`config.mk`:
```
export PLATFORM = sky130hd
export DESIGN_NAME = cbl_unit
export DESIGN_NICKNAME = d
export VERILOG_FILES = /design/src/core/cbl_pkg.sv /design/src/core/cbl_unit.sv /design/src/core/cbl_op_eval.sv
export SDC_FILE = /design/constraint.sdc
export NUM_CORES = 1
export LEC_CHECK = 0
export ABC_AREA = 1
export BUFFER_PORTS_ARGS = -buffer_cell sky130_fd_sc_hd__buf_2
export CAP_MARGIN = 25
export CORE_ASPECT_RATIO = 0.7
export CORE_MARGIN = 2
export CORE_UTILIZATION = 30
export DETAILED_ROUTE_END_ITERATION = 7
export GPL_TIMING_DRIVEN = 0
export PLACE_DENSITY_LB_ADDON = 0.12
export SKIP_CTS_REPAIR_TIMING = 1
export SYNTH_ARGS = -nofsm -noshare
export SYNTH_HDL_FRONTEND = slang
export SYNTH_SLANG_ARGS = --single-unit
```
`constraint.sdc`:
```
create_clock -name clk -period 3.2 [get_ports clk]
set_input_delay 0 -clock clk [delete_from_list [all_inputs] [get_ports clk]]
set_output_delay 0 -clock clk [all_outputs]
set_load 0.005 [all_outputs]
```
`src/core/cbl_pkg.sv`:
```
// Constants and helpers for the condition-bit logic unit
package cbl_pkg;

	// Instruction word fields, bit 31 of the word is field bit 0
	localparam int unsigned OPC_MSB  = 31;
	localparam int unsigned OPC_LSB  = 26;
	localparam int unsigned DST_MSB  = 25;
	localparam int unsigned DST_LSB  = 21;
	localparam int unsigned SRCA_MSB = 20;
	localparam int unsigned SRCA_LSB = 16;
	localparam int unsigned SRCB_MSB = 15;
	localparam int unsigned SRCB_LSB = 11;
	localparam int unsigned XO_MSB   = 10;
	localparam int unsigned XO_LSB   = 1;

	// Primary opcode of the group
	localparam logic [5:0] OPC_CRLOGIC = 6'h13;

	// Extended opcodes
	localparam logic [9:0] XO_AND  = 10'h101;
	localparam logic [9:0] XO_ANDC = 10'h081;
	localparam logic [9:0] XO_EQV  = 10'h121;
	localparam logic [9:0] XO_NAND = 10'h0e1;
	localparam logic [9:0] XO_NOR  = 10'h021;
	localparam logic [9:0] XO_OR   = 10'h1c1;
	localparam logic [9:0] XO_ORC  = 10'h1a1;
	localparam logic [9:0] XO_XOR  = 10'h0c1;

	// Reset values
	localparam logic [31:0] CR_DATA_RST = 32'h0000_0000;
	localparam logic [4:0]  IDX_RST     = 5'h00;

	// Condition bit by index, index 0 is the most significant bit
	function automatic logic crBit(input logic [31:0] cr,
		input logic [4:0] idx);
		crBit = cr[5'h1f - idx];
	endfunction

	// One-hot mask of a condition bit by index
	function automatic logic [31:0] crMask(input logic [4:0] idx);
		crMask = 32'h8000_0000 >> idx;
	endfunction

endpackage

```
`src/core/cbl_unit.sv`:
```
// Condition-register logical instruction execution unit
//
// Function
// - Group is primary opcode 19 in bits 0-5; destination index in 6-10.
// - Source A index in bits 11-15, source B in 16-20; bit 31 ignored.
// - AND writes source A AND source B to the destination bit.
// - Extended opcode 129 writes A AND NOT B.
// - Extended opcode 289 writes NOT (A XOR B).
// - Extended opcode 225 writes NOT (A AND B).
// - Extended opcode 33 writes NOT (A OR B).
// - Extended opcode 449 writes A OR B.
// - Fixed-point exception register never altered; single form only.
// - Extended opcode 417 writes A OR NOT B.
// - Extended opcode 193 writes A XOR B.
`timescale 1ns/1ps

module cbl_unit
	import cbl_pkg::*;
(
	// Clock and reset
	input  wire logic        clk,
	input  wire logic        reset,
	// Instruction from decode
	input  wire logic        instrValid,
	input  wire logic [31:0] instrWord,
	// Committed condition register value
	input  wire logic [31:0] crIn,
	// Condition register write back
	output logic             crWrEn,
	output logic [31:0]      crWrData,
	output logic [4:0]       crDestIdx,
	// Status
	output logic             illegalOp,
	output logic             xerWrEn
);

	logic [5:0]  primOpcode;
	logic [4:0]  destBitIdx;
	logic [4:0]  srcABitIdx;
	logic [4:0]  srcBBitIdx;
	logic [9:0]  extOpcode;
	logic        isGroup;
	logic [31:0] crEff;
	logic        srcA;
	logic        srcB;
	logic        opResult;
	logic        opKnown;
	logic        accept;
	logic [31:0] newCr;

	logic        crWrEn_q;
	logic        crWrEn_d;
	logic [31:0] crWrData_q;
	logic [31:0] crWrData_d;
	logic [4:0]  crDestIdx_q;
	logic        illegalOp_q;
	logic        illegalOp_d;
	logic        xerWrEn_q;

	// Field extraction, the last word bit is never looked at
	assign primOpcode = instrWord[OPC_MSB:OPC_LSB];
	assign destBitIdx = instrWord[DST_MSB:DST_LSB];
	assign srcABitIdx = instrWord[SRCA_MSB:SRCA_LSB];
	assign srcBBitIdx = instrWord[SRCB_MSB:SRCB_LSB];
	assign extOpcode  = instrWord[XO_MSB:XO_LSB];
	assign isGroup    = instrValid && (primOpcode == OPC_CRLOGIC);

	// Forward our own last write so back-to-back ops see it
	assign crEff = crWrEn_q ? crWrData_q : crIn;

	// Both sources read from the old value before any update
	assign srcA = crBit(crEff, srcABitIdx);
	assign srcB = crBit(crEff, srcBBitIdx);

	// Logic function evaluation
	cbl_op_eval u_eval (
		.extOpcode (extOpcode),
		.srcA      (srcA),
		.srcB      (srcB),
		.result    (opResult),
		.known     (opKnown)
	);

	// Merge the result into the destination bit only
	assign accept = isGroup && opKnown;
	always_comb begin
		newCr = crEff & ~crMask(destBitIdx);
		if (opResult) begin
			newCr = newCr | crMask(destBitIdx);
		end
	end

	// Next write-back values
	assign crWrEn_d    = accept;
	assign crWrData_d  = accept ? newCr : crWrData_q;
	assign illegalOp_d = isGroup && !opKnown;

	// Write-back register
	always_ff @(posedge clk or posedge reset) begin
		if (reset) begin
			crWrEn_q   <= 1'b0;
			crWrData_q <= CR_DATA_RST;
		end else begin
			crWrEn_q   <= crWrEn_d;
			crWrData_q <= crWrData_d;
		end
	end

	// Destination index, held for the write
	always_ff @(posedge clk or posedge reset) begin
		if (reset) begin
			crDestIdx_q <= IDX_RST;
		end else if (accept) begin
			crDestIdx_q <= destBitIdx;
		end
	end

	// Unknown extended opcode inside the group
	always_ff @(posedge clk or posedge reset) begin
		if (reset) begin
			illegalOp_q <= 1'b0;
		end else begin
			illegalOp_q <= illegalOp_d;
		end
	end

	// Exception register is never written by this group
	always_ff @(posedge clk or posedge reset) begin
		if (reset) begin
			xerWrEn_q <= 1'b0;
		end else begin
			xerWrEn_q <= 1'b0;
		end
	end

	// Outputs straight from flops
	assign crWrEn    = crWrEn_q;
	assign crWrData  = crWrData_q;
	assign crDestIdx = crDestIdx_q;
	assign illegalOp = illegalOp_q;
	assign xerWrEn   = xerWrEn_q;
endmodule

```
`src/core/cbl_op_eval.sv`:
```
// Logic function evaluator for one pair of condition bits
`timescale 1ns/1ps

module cbl_op_eval
	import cbl_pkg::*;
(
	// Operation select
	input  wire logic [9:0] extOpcode,
	// Source bits
	input  wire logic       srcA,
	input  wire logic       srcB,
	// Result
	output logic            result,
	output logic            known
);

	// Select the logic function from the extended opcode
	always_comb begin
		result = 1'b0;
		known  = 1'b1;
		case (extOpcode)
			XO_AND: begin
				result = srcA & srcB;
			end
			XO_ANDC: begin
				result = srcA & ~srcB;
			end
			XO_EQV: begin
				result = ~(srcA ^ srcB);
			end
			XO_NAND: begin
				result = ~(srcA & srcB);
			end
			XO_NOR: begin
				result = ~(srcA | srcB);
			end
			XO_OR: begin
				result = srcA | srcB;
			end
			XO_ORC: begin
				result = srcA | ~srcB;
			end
			XO_XOR: begin
				result = srcA ^ srcB;
			end
			default: begin
				known = 1'b0; // Not a member of the group
			end
		endcase
	end

endmodule

```
# After elaboration in Yosys (flattened, before gate mapping)

Index checks and enable logic that the tools add are counted.
Widths: inputs -> output; s select.

$add $sub $neg: 2
$lt $le $gt $ge: 2
Equal/unequal tests: 9
Shift-type cells: 1
Multiplexer cells: 8
Bitwise gates (word level): 12
Reduce and logical (&&, ||, !) cells: 5

Operator list:

| operator              | number |
|---|---|
| $mux 32               | 2 |
| $eq 10x9->1 const B   | 4 |
| $and 32x32->32        | 1 |
| $not 32->32           | 1 |
| $or 32x32->32         | 1 |
| $shr 32x5->32 const A | 1 |
| $eq 10x8->1 const B   | 3 |
| $lt 5x6->1 const B    | 2 |
| $bmux 1 s5            | 2 |
| $eq 10x6->1 const B   | 1 |
| $sub 5x5->5 const A   | 2 |
| $pmux 1 s8            | 1 |
| $reduce_or 8->1       | 1 |
| $eq 6x5->1 const B    | 1 |
| $not 1->1             | 4 |
| $logic_and 1x1->1     | 3 |
| $mux 1                | 3 |
| $and 1x1->1           | 2 |
| $or 1x1->1            | 2 |
| $logic_not 1->1       | 1 |
| $xor 1x1->1           | 1 |

Register bits after elaboration: 39
Input port bits: 67
Output and inout port bits: 40
Logic and storage cells: 43

# Logic depth before layout (Yosys ltp)

Depth after elaboration: 7
Gate-level depth with buffers: 20
Gate-level depth less buffers: 18

# By module

From an unflattened synthesis, not the netlist that was laid out.

Cells, all modules: 539
Area, all modules: 3,399.5 um2

Modules (own cells, without submodules):

| module      | times used | cells each | area an instance (um2) | seq. area each (um2) |
|---|---|---|---|---|
| cbl_unit    | 1          | 464        | 3,020.4                | 975.9 |
| cbl_op_eval | 1          | 75         | 379.1                  | 0.0 |

# Worst setup path after synthesis

OpenSTA, ideal clock, no wires.

Path type: register to register
Start: reg crWrEn_q, in the netlist crWrEn
End: reg crWrData_q[0], in the netlist crWrData[0]
Arrival time: 2.339 ns
Setup slack: 0.744 ns
Cell stages (with the launch flop): 20
Path through: dfrtp_1 inv_1 buf_2 buf_2 nand2_1 nand3_1 nand3_1 nand3_1 nand3_1 nand3_1 nand2_1 ha_1 inv_1 nand4_1 nand2_1 nor2_1 buf_2 nand3_1 nand2_1 nand2_1

Longest elaborated chain between the ends: 7

RTL lines:

| element                                  | line                                 | RTL |
|---|---|---|
| start, declared                          | cbl_unit.sv:51                       | `logic crWrEn_q;` |
| start signal, assigned                   | cbl_unit.sv:104                      | `crWrEn_q <= crWrEn_d;` |
| $mux 32 *                                | cbl_unit.sv:69                       | `assign crEff = crWrEn_q ? crWrData_q : crIn;` |
| $bmux 1 s5                               | cbl_pkg.sv:36                        | `crBit = cr[5'h1f - idx];` |
| $mux 1 (not written as such)             | cbl_pkg.sv:36                        |  |
| $not 1->1, or another cell as far along  | cbl_op_eval.sv:26, cbl_op_eval.sv:41 |  |
| $or 1x1->1, or another cell as far along | cbl_op_eval.sv:41                    | `result = srcA \| ~srcB;` |
| $pmux 1 s8                               | cbl_op_eval.sv:21                    | `case (extOpcode)` |
| $mux 32 *                                | cbl_unit.sv:88                       | `if (opResult) begin` |
| end signal, assigned                     | cbl_unit.sv:105                      | `crWrData_q <= crWrData_d;` |
| end, declared                            | cbl_unit.sv:53                       | `logic [31:0] crWrData_q;` |

Every way passes the cells marked *; elsewhere a longest branch is shown, timed or not. The select of a mux whose other input is x is not followed.
A chain may end at the register's enable or synchronous reset.

# Worst setup path after layout

Start: reg crWrEn_q, in the netlist crWrEn
End: reg crWrData_q[3], in the netlist crWrData[3]

Same word-level chain as after synthesis.

==> metrics.md <==
| Metric | Value |
|---|---|
| Post-route cell area | `4660 um2` |
| Initial antenna violation count | `0` |
| Vias in the first global route | `roughly 4500` |
| Core Util, Final | `approximately 38%` |
| Worst skew pair latency | `0.30 ns` |
| Post-DRT Antenna Nets | `0` |
| Final min period | `3.05 ns` |
| Setup ws final | `roughly 0.15 ns` |
| Netlist Area Pre-Place | `3770 um2` |
| Register-to-Register Path Depth | `17` |
| Top Usage Layer GRT | `met1` |
| Total core area | `between 10000 and 15000 um2` |
| Wirelength, routed | `16900 um` |
| Adder-Cell Fraction of Synth Area | `1.33%` |
| Yosys cell types | `26` |
| Die ar. | `13500 um2` |
| DRC | `0` |
| Met1 Usage GRT | `between 30% and 40%` |
| Peak supply drop | `about 170 uV` |
| Post-DP Area | `4470 um2` |
| Met2 GRT Util | `33.5%` |
| PwrDens | `282 nW/um2` |
| Non-Filler Instances | `928` |
| GR Overflow Total | `0` |
| Largest net degree at the start of global routing | `40` |
| Post-place setup slack | `-0.286 ns` |
| Min-delay worst type | `in2reg` |
| Global-route wire length before repair | `25700 um` |
| Simple-gate share of the synthesized area | `a little over half` |
| P&R area growth vs syn | `23.5%` |
| Top achievable clock speed | `328 MHz` |
| Row cnt | `34` |
| Cells after DPL | `919` |
| Clk buf depth | `2` |
| Seq/Total Area, Yosys | `about 26%` |
| CP Data Required Time | `3.39 ns` |
| Slew headroom | `around 41%` |
| Largest family of logic cells by synthesized area | `simple AND/OR/NAND/NOR gates` |
| R2R Path End | `crWrData[3]` |
| Chip Width | `roughly 140 um` |
| Startpoint Class | `register` |
| Final Setup Violations | `0` |
| Avg Cell Area, Syn | `5.73 um2` |
| Die height | `97.9 um` |
| Via density | `5.21` |
| Fin. Hold Viols | `0` |
| YS warnings | `0` |
| CTS tree | `yes` |
| Post-synthesis instance total | `659` |
| Post-layout nets | `836` |
| GPL Wtd Cong | `0.969` |
| Synth Area in Compound Gates | `6.83%` |
| Initial Utilization | `between 30% and 40%` |
| Pwr Total | `1.31 mW` |
| Clock transition at path regs | `~0.060 ns` |
| RSZ-0062 raised after global routing | `false` |
| Reg2reg setup slack | `roughly 0.15 ns` |
| Crit-path max FO | `10` |
| M3 GR Usage | `about 5.5%` |
| Max Cap Violations | `0` |
| CTS root buf | `clkbuf_16` |
| Leakage | `2.69 nW` |
| Post-DP HPWL | `13100 um` |
| Post-synthesis mux area share | `less than 1%` |
| Actual slew at the worst max-slew pin | `0.878 ns` |
| Worst clock skew | `between 0.01 and 0.015 ns` |
| I/O Pins | `about 110` |
| Crit path kind | `reg2reg` |
| XOR/XNOR Fraction of Synth Area | `0%` |
| Total GRT Usage | `between 20% and 30%` |
| Synthesized net count | `730` |
| Initial DRC Count | `497` |
| Port bufs | `just under 100` |
| ANT cells | `0` |
| Worst setup EP type | `register` |
| Sink Count | `39` |
| Worst EP arrival | `3.24 ns` |
| Layout cells sized above 1 | `18.4%` |
| Num CTS Buffers | `5` |
| Worst setup path end | `crWrData[3]` |
| Outcome | `complete, no violations` |
| Routed wire per std cell | `18.2 um` |
| Via count | `4833` |
| Worst r2r src | `crWrEn` |
| DR pass1 iterations | `6` |
| Critical Path Start | `crWrEn` |
| Fin. max-slew vios | `0` |
| Final Cycle Share | `95.4%` |
| #FFs+latches synth | `39` |
| H-Tree Depth | `2` |
how the worst min path moves through the flow:
stage	startpoint	to	depth (start not counted)
after floorplan	instrWord[21]	crDestIdx[0]	2
after global placement	instrWord[22]	crDestIdx[1]	3
after detailed placement	reset	crWrData[7]	2
after CTS	reset	crWrData[20]	2
after global routing	instrWord[22]	crDestIdx[1]	3
final	instrWord[22]	crDestIdx[1]	3
sequential cells by signal (all words and copies together), names as in the netlist:
register,flops
crWrEn,1
crDestIdx,5
crWrData,32
illegalOp,1
logic make-up after synthesis:
| kind of cell | Yosys count |
|---|---|
| compound gates | 37 |
| fa+ha+maj | 4 |
| buf+inv | 108 |
| flops | 39 |
| mux | 1 |
| other cells | 1 |
| simple gates | 469 |
worst max-delay path, stage by stage, from the launching register on:
cell and delay (ns):
dfrtp_1 0.38, clkbuf_4 0.26, buf_4 0.24, nand2_1 0.13, o211ai_1 0.11, nand3_1 0.12
nand3_1 0.15, nand3_1 0.11, nand3_1 0.09, nand2_1 0.09, ha_1 0.32, nand3_1 0.09
nand2_1 0.09, nor2_4 0.23, buf_2 0.26, nand3_1 0.11, nand2_1 0.09, nand2_1 0.05
cell usage after synthesis, drive strengths merged:
cell type | n | area share, %
nand2 | 204 | 20
nand3 | 164 | 22
nor2 | 88 | 8.9
inv | 67 | 6.7
dfrtp | 39 | 26
buf | 28 | 4.4
o211ai | 20 | 4.0
clkbuf | 12 | 1.2
o21ai | 10 | 1.3
nand4 | 9 | 1.5
o221ai | 6 | 1.4
ha | 4 | 1.3
a21oi | 1 | 0.13
and2 | 1 | 0.17
clkinv | 1 | 0.099
conb | 1 | 0.099
mux2i | 1 | 0.27
nand3b | 1 | 0.20
nor3 | 1 | 0.13
nor3b | 1 | 0.20
final cells by class:
type	count	area (um2)
plain buffers	40	243
clock buffers	7	133
clock inverters	1	5.00
fillers	1405	7680
inverters	68	255
multi-input cells	512	2350
flip-flops and latches	39	976
well taps	162	203
repair buffers	99	500
placed cells by master (no fill, tap or decap):
cell	n
a21oi_1	1
and2_1	1
buf_2	109
buf_4	7
buf_6	4
clkbuf_1	12
clkbuf_16	5
clkbuf_2	3
clkbuf_4	5
clkinv_1	1
clkinv_2	1
conb_1	1
dfrtp_1	39
dlygate4sd3_1	1
ha_1	4
inv_1	66
inv_2	1
mux2i_1	1
nand2_1	202
nand2_2	2
nand3_1	164
nand3b_1	1
nand4_1	9
nor2_1	84
nor2_2	2
nor2_4	2
nor3_1	1
nor3b_1	1
o211ai_1	20
o21ai_0	4
o21ai_1	6
o221ai_1	6
per-layer routing:
metal  share of wire (%)  vias up  wire [um]
li1                    -     2348          -
met1                  50     2240       8500
met2                  39      226       6580
met3                 9.4       19       1580
met4                 1.3        0        213
met5                   0        -          0
power by group:
part / switching (mW) / internal [mW] / leakage [nW]
clock: 0.236 / 0.290 / 0.0679
sequential: 0.00112 / 0.494 / 0.545
combinational: 0.193 / 0.0985 / 2.08
total: 0.430 / 0.882 / 2.69
through the flow:
stage / setup TNS, ns / hold slack (ns)
finish: 0 / 0.0274
CTS: -7.89 / -0.0695
global placement: -5.58 / 0.326
floorplan: 0 / 0.171
global route: 0 / 0.0552
detailed placement: -7.54 / 0.247
No activity file was read; power rests on OpenSTA's default activity.
